`src/design/lsr_pkg.sv`:
```
package lsr_pkg;

  localparam logic [6:0] TARGET_ADDR = 7'h10;

  localparam logic [7:0] CMD_CONF = 8'h00;
  localparam logic [7:0] CMD_THR_HIGH = 8'h01;
  localparam logic [7:0] CMD_THR_LOW = 8'h02;
  localparam logic [7:0] CMD_PSM = 8'h03;
  localparam logic [7:0] CMD_AMBIENT = 8'h04;
  localparam logic [7:0] CMD_WHITE = 8'h05;
  localparam logic [7:0] CMD_STATUS = 8'h06;

  localparam int CONF_SD_BIT = 0;
  localparam int CONF_INT_EN_BIT = 1;
  localparam int CONF_PERS_LSB = 4;
  localparam int CONF_IT_LSB = 6;
  localparam int CONF_GAIN_LSB = 11;
  localparam int POWER_SAVING_ENABLE_BIT = 0;
  localparam int PSM_SEL_LSB = 1;
  localparam int STAT_LOW_BIT = 15;
  localparam int STAT_HIGH_BIT = 14;

  localparam logic [15:0] PSM_MASK = 16'h0007;
  localparam logic [15:0] CONF_RST = 16'h0001;
  localparam logic [15:0] THR_HIGH_RST = 16'hFFFF;
  localparam logic [15:0] THR_LOW_RST = 16'h0000;
  localparam logic [15:0] PSM_RST = 16'h0000;
  localparam logic [15:0] RESULT_RST = 16'h0000;

  localparam logic [3:0] BITS_PER_BYTE = 4'h8;
  localparam logic [3:0] LAST_BIT = 4'h7;

  typedef struct packed {
    logic [15:0] ambient;
    logic [15:0] white;
  } lsr_sample_s;

  typedef struct packed {
    logic [1:0] gain;
    logic [3:0] integ_time;
    logic [1:0] power_saving_mode_select;
    logic power_saving_enable;
    logic shutdown_control;
  } lsr_ctrl_s;

  typedef enum logic [8:0] {
    ST_IDLE = 9'h001,
    ST_ADDR = 9'h002,
    ST_ADDR_ACK = 9'h004,
    ST_CMD = 9'h008,
    ST_CMD_ACK = 9'h010,
    ST_WDATA = 9'h020,
    ST_WDATA_ACK = 9'h040,
    ST_RDATA = 9'h080,
    ST_RDATA_ACK = 9'h100
  } lsr_state_e;

endpackage

```
`src/design/lsr_threshold_check.sv`:
```
module lsr_threshold_check (
  input wire logic ref_clk_in,
  input wire logic sys_rst_in,
  input wire logic sample_valid_in,
  input wire logic [15:0] ambient_in,
  input wire logic [15:0] upper_in,
  input wire logic [15:0] lower_in,
  input wire logic irq_enable_in,
  input wire logic [1:0] persistence_count_in,
  output logic low_hit_out,
  output logic high_hit_out
);

  logic [1:0] exceed;
  logic [1:0] hit;
  logic [3:0] need_m1;

  assign exceed[0] = ambient_in < lower_in;
  assign exceed[1] = ambient_in > upper_in;
  assign need_m1 = (4'h1 << persistence_count_in) - 4'h1;

  genvar g;
  generate
    for (g = 0; g < 2; g++) begin : g_chan
      logic [3:0] cnt;
      logic [3:0] next_cnt;
      logic next_hit;
      logic fired;

      always_comb begin
        next_cnt = cnt;
        next_hit = 1'b0;
        if (!irq_enable_in) begin
          next_cnt = 4'h0;
        end else if (sample_valid_in) begin
          if (!exceed[g]) begin
            next_cnt = 4'h0;
          // Lowering persistence mid-count must not skip the match
          end else if (cnt >= need_m1) begin
            next_cnt = 4'h0;
            next_hit = 1'b1;
          end else begin
            next_cnt = cnt + 4'h1;
          end
        end
      end

      always_ff @(posedge ref_clk_in) begin
        if (sys_rst_in) begin
          cnt <= 4'h0;
          fired <= 1'b0;
        end else begin
          cnt <= next_cnt;
          fired <= next_hit;
        end
      end

      assign hit[g] = fired;
    end
  endgenerate

  assign low_hit_out = hit[0];
  assign high_hit_out = hit[1];
endmodule

```
`src/design/lsr_sensor_regs.sv`:
```
// How it works
// - Upper threshold word at command 01h
// - Upper threshold high byte 15:8, low 7:0
// - Lower threshold word at command 02h
// - Lower threshold high byte 15:8, low 7:0
// - Power saving bits 2:1 select modes 1-4
// - Power saving bit 0 enables power saving
// - Ambient result read from command 04h
// - Ambient result high byte 15:8, low 7:0
// - White result read from command 05h
// - White result high byte 15:8, low 7:0
// - Status bit 15 flags low crossing
// - Status bit 14 flags high crossing
// - Flags read-only, status bits 13:0 reserved
// - Target answers only at address 10h
// - Flags raised only with interrupt enable set
// - Persistence count 1/2/4/8 before flagging
// - Shutdown keeps last result, refresh after wake
module lsr_sensor_regs (
  input wire logic ref_clk_in,
  input wire logic sys_rst_in,
  input wire logic scl_in,
  input wire logic sda_in,
  output logic sda_out,
  output logic sda_oe_out,
  input wire logic sample_valid_in,
  input wire lsr_pkg::lsr_sample_s sample_in,
  output lsr_pkg::lsr_ctrl_s ctrl_out
);

  logic scl_q;
  logic sda_q;
  logic scl_rise;
  logic scl_fall;
  logic bus_start;
  logic bus_stop;

  lsr_pkg::lsr_state_e state;
  lsr_pkg::lsr_state_e next_state;
  logic [3:0] bitcnt;
  logic [3:0] next_bitcnt;
  logic [7:0] rx_sh;
  logic [7:0] next_rx_sh;
  logic [7:0] tx_sh;
  logic [7:0] next_tx_sh;
  logic [7:0] cmd;
  logic [7:0] next_cmd;
  logic [7:0] lo_byte;
  logic [7:0] next_lo_byte;
  logic [15:0] rd_word;
  logic [15:0] next_rd_word;
  logic rw;
  logic next_rw;
  logic byte_idx;
  logic next_byte_idx;
  logic oe;
  logic next_oe;
  logic host_ack;
  logic next_host_ack;
  logic wr_en;
  logic rd_take;
  logic [15:0] wr_word;
  logic [15:0] rd_mux;

  logic [15:0] conf;
  logic [15:0] next_conf;
  logic [15:0] thr_hi;
  logic [15:0] next_thr_hi;
  logic [15:0] thr_lo;
  logic [15:0] next_thr_lo;
  logic [15:0] power_saving_control;
  logic [15:0] next_psm;
  logic [15:0] ambient;
  logic [15:0] next_ambient;
  logic [15:0] white;
  logic [15:0] next_white;
  logic low_flag;
  logic next_low_flag;
  logic high_flag;
  logic next_high_flag;
  logic low_hit;
  logic high_hit;
  logic take_sample;
  logic status_read;

  // Pins are already synchronous, so one stage is enough for edge detection
  assign scl_rise = scl_in && !scl_q;
  assign scl_fall = !scl_in && scl_q;
  assign bus_start = scl_in && scl_q && sda_q && !sda_in;
  assign bus_stop = scl_in && scl_q && !sda_q && sda_in;
  assign wr_word = {rx_sh, lo_byte};

  always_comb begin
    case (cmd)
      lsr_pkg::CMD_CONF: rd_mux = conf;
      lsr_pkg::CMD_THR_HIGH: rd_mux = thr_hi;
      lsr_pkg::CMD_THR_LOW: rd_mux = thr_lo;
      lsr_pkg::CMD_PSM: rd_mux = power_saving_control;
      lsr_pkg::CMD_AMBIENT: rd_mux = ambient;
      lsr_pkg::CMD_WHITE: rd_mux = white;
      lsr_pkg::CMD_STATUS: rd_mux = {low_flag, high_flag, 14'h0000};
      default: rd_mux = 16'h0000;
    endcase
  end

  always_comb begin
    next_state = state;
    next_bitcnt = bitcnt;
    next_rx_sh = rx_sh;
    next_tx_sh = tx_sh;
    next_cmd = cmd;
    next_lo_byte = lo_byte;
    next_rd_word = rd_word;
    next_rw = rw;
    next_byte_idx = byte_idx;
    next_oe = oe;
    next_host_ack = host_ack;
    wr_en = 1'b0;
    rd_take = 1'b0;
    if (bus_start) begin
      next_state = lsr_pkg::ST_ADDR;
      next_bitcnt = 4'h0;
      next_oe = 1'b0;
    end else if (bus_stop) begin
      next_state = lsr_pkg::ST_IDLE;
      next_oe = 1'b0;
    end else begin
      case (state)
        lsr_pkg::ST_IDLE: begin
          next_oe = 1'b0;
        end
        lsr_pkg::ST_ADDR, lsr_pkg::ST_CMD, lsr_pkg::ST_WDATA: begin
          if (scl_rise) begin
            next_rx_sh = {rx_sh[6:0], sda_in};
            next_bitcnt = bitcnt + 4'h1;
          end else if (scl_fall && bitcnt == lsr_pkg::BITS_PER_BYTE) begin
            next_bitcnt = 4'h0;
            if (state == lsr_pkg::ST_ADDR) begin
              if (rx_sh[7:1] == lsr_pkg::TARGET_ADDR) begin
                next_oe = 1'b1;
                next_rw = rx_sh[0];
                next_state = lsr_pkg::ST_ADDR_ACK;
              end else begin
                next_state = lsr_pkg::ST_IDLE;
              end
            end else if (state == lsr_pkg::ST_CMD) begin
              next_cmd = rx_sh;
              next_oe = 1'b1;
              next_state = lsr_pkg::ST_CMD_ACK;
            end else begin
              next_oe = 1'b1;
              next_state = lsr_pkg::ST_WDATA_ACK;
              // Low byte first, word commits on the high byte
              if (byte_idx) begin
                wr_en = 1'b1;
              end else begin
                next_lo_byte = rx_sh;
              end
            end
          end
        end
        lsr_pkg::ST_ADDR_ACK: begin
          if (scl_fall) begin
            next_bitcnt = 4'h0;
            if (rw) begin
              // Whole word latched here so both bytes belong to one sample
              rd_take = 1'b1;
              next_rd_word = rd_mux;
              next_tx_sh = rd_mux[7:0];
              next_oe = !rd_mux[7];
              next_byte_idx = 1'b1;
              next_state = lsr_pkg::ST_RDATA;
            end else begin
              next_oe = 1'b0;
              next_state = lsr_pkg::ST_CMD;
            end
          end
        end
        lsr_pkg::ST_CMD_ACK: begin
          if (scl_fall) begin
            next_oe = 1'b0;
            next_byte_idx = 1'b0;
            next_state = lsr_pkg::ST_WDATA;
          end
        end
        lsr_pkg::ST_WDATA_ACK: begin
          if (scl_fall) begin
            next_oe = 1'b0;
            next_byte_idx = !byte_idx;
            next_state = lsr_pkg::ST_WDATA;
          end
        end
        lsr_pkg::ST_RDATA: begin
          if (scl_fall) begin
            if (bitcnt == lsr_pkg::LAST_BIT) begin
              next_oe = 1'b0;
              next_state = lsr_pkg::ST_RDATA_ACK;
            end else begin
              next_tx_sh = {tx_sh[6:0], 1'b0};
              next_oe = !tx_sh[6];
              next_bitcnt = bitcnt + 4'h1;
            end
          end
        end
        lsr_pkg::ST_RDATA_ACK: begin
          if (scl_rise) begin
            next_host_ack = !sda_in;
          end else if (scl_fall) begin
            if (host_ack) begin
              next_tx_sh = byte_idx ? rd_word[15:8] : rd_word[7:0];
              next_oe = byte_idx ? !rd_word[15] : !rd_word[7];
              next_byte_idx = !byte_idx;
              next_bitcnt = 4'h0;
              next_state = lsr_pkg::ST_RDATA;
            end else begin
              next_state = lsr_pkg::ST_IDLE;
            end
          end
        end
        default: begin
          next_state = lsr_pkg::ST_IDLE;
          next_oe = 1'b0;
        end
      endcase
    end
  end

  always_ff @(posedge ref_clk_in) begin
    if (sys_rst_in) begin
      scl_q <= 1'b1;
      sda_q <= 1'b1;
      state <= lsr_pkg::ST_IDLE;
      bitcnt <= 4'h0;
      rx_sh <= 8'h00;
      tx_sh <= 8'h00;
      cmd <= 8'h00;
      lo_byte <= 8'h00;
      rd_word <= 16'h0000;
      rw <= 1'b0;
      byte_idx <= 1'b0;
      oe <= 1'b0;
      host_ack <= 1'b0;
    end else begin
      scl_q <= scl_in;
      sda_q <= sda_in;
      state <= next_state;
      bitcnt <= next_bitcnt;
      rx_sh <= next_rx_sh;
      tx_sh <= next_tx_sh;
      cmd <= next_cmd;
      lo_byte <= next_lo_byte;
      rd_word <= next_rd_word;
      rw <= next_rw;
      byte_idx <= next_byte_idx;
      oe <= next_oe;
      host_ack <= next_host_ack;
    end
  end

  assign sda_out = 1'b0;
  assign sda_oe_out = oe;

  assign take_sample = sample_valid_in && !conf[lsr_pkg::CONF_SD_BIT];
  assign status_read = rd_take && cmd == lsr_pkg::CMD_STATUS;

  lsr_threshold_check u_check (
    .ref_clk_in(ref_clk_in),
    .sys_rst_in(sys_rst_in),
    .sample_valid_in(take_sample),
    .ambient_in(sample_in.ambient),
    .upper_in(thr_hi),
    .lower_in(thr_lo),
    .irq_enable_in(conf[lsr_pkg::CONF_INT_EN_BIT]),
    .persistence_count_in(conf[lsr_pkg::CONF_PERS_LSB +: 2]),
    .low_hit_out(low_hit),
    .high_hit_out(high_hit)
  );

  always_comb begin
    next_conf = conf;
    next_thr_hi = thr_hi;
    next_thr_lo = thr_lo;
    next_psm = power_saving_control;
    next_ambient = ambient;
    next_white = white;
    if (wr_en) begin
      case (cmd)
        lsr_pkg::CMD_CONF: next_conf = wr_word;
        lsr_pkg::CMD_THR_HIGH: next_thr_hi = wr_word;
        lsr_pkg::CMD_THR_LOW: next_thr_lo = wr_word;
        lsr_pkg::CMD_PSM: next_psm = wr_word & lsr_pkg::PSM_MASK;
        default: next_psm = power_saving_control;
      endcase
    end
    if (take_sample) begin
      next_ambient = sample_in.ambient;
      next_white = sample_in.white;
    end
    // Reading status clears it, but a new crossing in the same cycle wins
    next_low_flag = (low_flag && !status_read) || low_hit;
    next_high_flag = (high_flag && !status_read) || high_hit;
  end

  always_ff @(posedge ref_clk_in) begin
    if (sys_rst_in) begin
      conf <= lsr_pkg::CONF_RST;
      thr_hi <= lsr_pkg::THR_HIGH_RST;
      thr_lo <= lsr_pkg::THR_LOW_RST;
      power_saving_control <= lsr_pkg::PSM_RST;
      ambient <= lsr_pkg::RESULT_RST;
      white <= lsr_pkg::RESULT_RST;
      low_flag <= 1'b0;
      high_flag <= 1'b0;
    end else begin
      conf <= next_conf;
      thr_hi <= next_thr_hi;
      thr_lo <= next_thr_lo;
      power_saving_control <= next_psm;
      ambient <= next_ambient;
      white <= next_white;
      low_flag <= next_low_flag;
      high_flag <= next_high_flag;
    end
  end

  assign ctrl_out.gain = conf[lsr_pkg::CONF_GAIN_LSB +: 2];
  assign ctrl_out.integ_time = conf[lsr_pkg::CONF_IT_LSB +: 4];
  assign ctrl_out.power_saving_mode_select = power_saving_control[lsr_pkg::PSM_SEL_LSB +: 2];
  assign ctrl_out.power_saving_enable = power_saving_control[lsr_pkg::POWER_SAVING_ENABLE_BIT];
  assign ctrl_out.shutdown_control = conf[lsr_pkg::CONF_SD_BIT];
endmodule

```
`config.mk`:
```
export PLATFORM = sky130hd
export DESIGN_NAME = lsr_sensor_regs
export DESIGN_NICKNAME = d
export VERILOG_FILES = /design/src/design/lsr_pkg.sv /design/src/design/lsr_threshold_check.sv /design/src/design/lsr_sensor_regs.sv
export SDC_FILE = /design/constraint.sdc
export NUM_CORES = 1
export LEC_CHECK = 0
export BUFFER_PORTS_ARGS = -buffer_cell sky130_fd_sc_hd__buf_2
export CAP_MARGIN = 30
export CORE_UTILIZATION = 46
export DETAILED_ROUTE_END_ITERATION = 8
export GPL_TIMING_DRIVEN = 0
export PLACE_DENSITY = 0.67
export SLEW_MARGIN = 20
export SYNTH_ARGS = -nofsm -noshare
export SYNTH_HDL_FRONTEND = slang
export SYNTH_SLANG_ARGS = --single-unit
```
`constraint.sdc`:
```
create_clock -name ref_clk_in -period 6.2 [get_ports ref_clk_in]
set_input_delay 0.31 -clock ref_clk_in [delete_from_list [all_inputs] [get_ports ref_clk_in]]
set_output_delay 0.31 -clock ref_clk_in [all_outputs]
set_load 0.03 [all_outputs]
```
==> results.md <==
* Status: finished clean
* Slowest stage cell on the critical path: nor4_1
* Clock Sink Count at 161
* Internal at 1.68 mW
* Hold path cells at 3
* Max_slew headroom at 41.1%
* Clock buffer depth at 2
* Final Cell Area at 9430 um^2
* Post-synth EDFFs at 0
* Most frequent cells after synthesis: nand2_1, dfxtp_1, a21oi_1, nor2_1, mux2i_1
* Yosys reg bits at 161
* Dpl ws at 3260 ps
* Share of cells above drive strength 1 at 10.9%
* R2r setup slk at 3080 ps
* Tcrit/Tclk final at 50.3%
* Yosys warns at 0
* Synth Flop Type: dfxtp_1
* Endpoint, Worst Hold: white[8]
* Clock power share at 48.1%
* Die Y at 137 um
* Placed Cells at 1317
* GRT overflow at 0
* CP Data Arrival Time at 3400 ps
* Wire per inst at 18.2 um
* LEAKAGE at 3.44 nW
* RR Endpoint: thr_lo[13]
* CTS Hold Buffers Added at 0
* Post-layout util at 53.9%
* Final #Nets at 1191
* HPWL after DPL at 18400 um
* Post-layout power at 2.16 mW
* TritonCTS clock tree: done
* IO Port Bufs at 45
* Crit-path leading delay family: simple AND/OR/NAND/NOR gates
* DR DRC count at 0
* Worst min-delay path class: input pin to flop
* Slew of the pin with the lowest slew margin at 876 ps
* Routed wire length at 24600 um
* F_max at 0.321 GHz
* Mean Syn Cell Area at 7.97 um^2
* RSZ-0062 raised after global routing: false
* Setup crit start kind: flop
* Power share of the combinational group at 3.9%
* Placed Area at 8850 um^2
* DRT Pass-1 Iters at 6
* MaxCap Viol Count at 0
* CTS root buffer: clkbuf_16
* Max Slew Vio Count at 0
* CP Buf/Inv Count at 2
* Setup TNS at 0 ps
* Cell Area, Synth at 8340 um^2
* R2R cell count at 8
* P_sw at 0.484 mW
* Diodes inserted at 0
* Global Route Usage Sum at 27.6%
* Crit path required time at 6480 ps
* Die area at 18700 um^2
* Final Hold Viols at 0
* CTS Buf Count at 17
* Row count at 48
* Clock skew at 11.5 ps
* Area leader, netlist: dfxtp_1
* Pin count of the biggest net entering global routing at 17
* Die width at 137 um
* Core area at 17500 um^2
* Sw frac at 22.4%
* Routed Antenna Nets at 0
* Reg power frac at 48.0%
* Count leader, synth: nand2_1
* Final min period at 3120 ps
* Top Ports at 49
* Maximum VDD drop at 0.205 mV
* Fin cells at 1349
* Vias in the first global route at 7072
* Count of routing violations after the opening detailed-route iteration at 769
* CP max FO at 10
* Worst-Skew Late Latency at 430 ps
* Share of the synthesized area in the top cell type at 38.6%
* CP Class: flop to flop
* Seq/Total Area, Yosys at 38.6%
* Initial Util at 47.7%
* Slowest stage delay, CP at 620 ps
* First-pass GRT wire length at 38800 um
* H-tree depth at 4
* Worst path cell trace: clkbuf_1 > nor3_1 > nand2_1 > nor4_1 > nand4_1 > clkbuf_1 > nand2_1 > a21oi_1
* Resized cells post-CTS at 0
* Post-CTS Setup Inserts at 0
* Gpl congestion at 0.906
* Worst setup margin at 3080 ps
* Post-synth ARST share at 0%
* Setup crit end kind: flop
* Mapped Cells at 1046
* Power Density at 229 nW/um^2
* Min Hold Slack at 116 ps
* Area grow syn2layout at 13.0%
* Reg clk slew, reported paths at 60 ps
* Hold Crit Start: sample_in[8]
* Synth cell types at 70
* Vias/cell at 5.68
* Final setup viols at 0
* Area contributors post-synth: dfxtp_1, nand2_1, a21oi_1
* Routed vias at 7664
* Fill cells at 1677
* Initial antenna violation count at 0
* FF-to-FF Start: state[7]
## state kept, by name, summed over array words and instances, names as in the netlist, 3 cells and up
register              flops
thr_hi                   16
u_check.g_chan.cnt        8
white                    16
thr_lo                   16
cmd                       8
ambient                  16
rd_word                  16
conf                     16
bitcnt                    4
lo_byte                   8
power_saving_control      3
tx_sh                     7
state                     9
rx_sh                     8
## placed cells by master, fill, tap and decap left out, types with 3 or more instances in the layout
cell type   count
nand2_1       182
dfxtp_1       161
a21oi_1       114
nor2_1        114
buf_2          55
clkbuf_1       53
mux2i_1        50
inv_1          44
ha_1           43
o21ai_0        41
nor3_1         17
a211o_1        17
clkbuf_16      17
nand2b_1       14
nand3_1        13
nor2b_1        12
a21o_1         12
nand4_1        11
a22oi_1        11
buf_4           9
or2_2           8
nor4_1          7
a211oi_1        7
or3_1           5
buf_1           5
nor4b_1         5
xor2_1          5
clkinvlp_4      5
a32o_1          4
a31oi_1         4
buf_6           3
nand4b_1        3
a32oi_1         3
o22a_1          3
o22ai_1         3
mux2_2          3
a221oi_1        3
nand3b_1        3
o221a_2         3
conb_1          3
## cell type report
cell class              count  area, um^2  area share [%]
multi-input cells         765        4600            48.8
inverters                  45         169            1.79
clock buffers              23         468            4.96
repair buffers             45         225            2.39
well taps                 225         282            2.99
clock inverters             9         108            1.14
flip-flops and latches    161        3220            34.2
plain buffers              76         354            3.76
## kinds of logic (layout without fill, tap and decap cells)
kind of cell | count (synthesis) | count (layout) | synth area share, %
buffers and inverters | 121 | 198 | 6.27
muxes | 55 | 55 | 6.95
xor gates and xnor gates | 6 | 6 | 0.630
other | 2 | 3 | 0.0900
AOI/OAI and AO/OA | 250 | 250 | 19.0
adders and majority gates | 43 | 43 | 6.45
DFF | 161 | 161 | 38.6
and+or+nand+nor | 408 | 408 | 22.0
## layer usage
metal | routed length, um | global-route usage (%) | up-vias
li1 | - | - | 3743
met1 | 11500 | 38.9 | 3577
met2 | 10800 | 42.8 | 299
met3 | 1880 | 5.37 | 45
met4 | 493 | 7.22 | 0
met5 | 0 | 0 | -
## worst reg2reg max path, stage by stage, from the launching register on
cell and delay [ps]:
dfxtp_1 290, clkbuf_1 200, nor3_1 460, nand2_1 160, nor4_1 620, nand4_1 570
clkbuf_1 440, nand2_1 160, a21oi_1 70
## power groups by stage
stage                     combinational, mW  clock, mW  sequential, mW
after CTS                            0.0845       1.05            1.04
after global placement               0.0833          0            1.06
after global routing                 0.0944       1.09            1.04
after detailed placement             0.0841          0            1.06
final                                0.0850       1.04            1.04
after floorplan                      0.0500          0            1.06
## how the worst max path moves through the flow
stage,slack [ps],from,end,cells past startpoint
global route,2960,state[7],thr_lo[13],8
floorplan,3970,state[3],state[0],10
CTS,3180,state[7],thr_lo[12],8
detailed placement,3260,state[7],thr_lo[12],8
global placement,3300,state[7],thr_lo[9],8
finish,3080,state[7],thr_lo[13],8
Power figures use the tool's default switching activity.
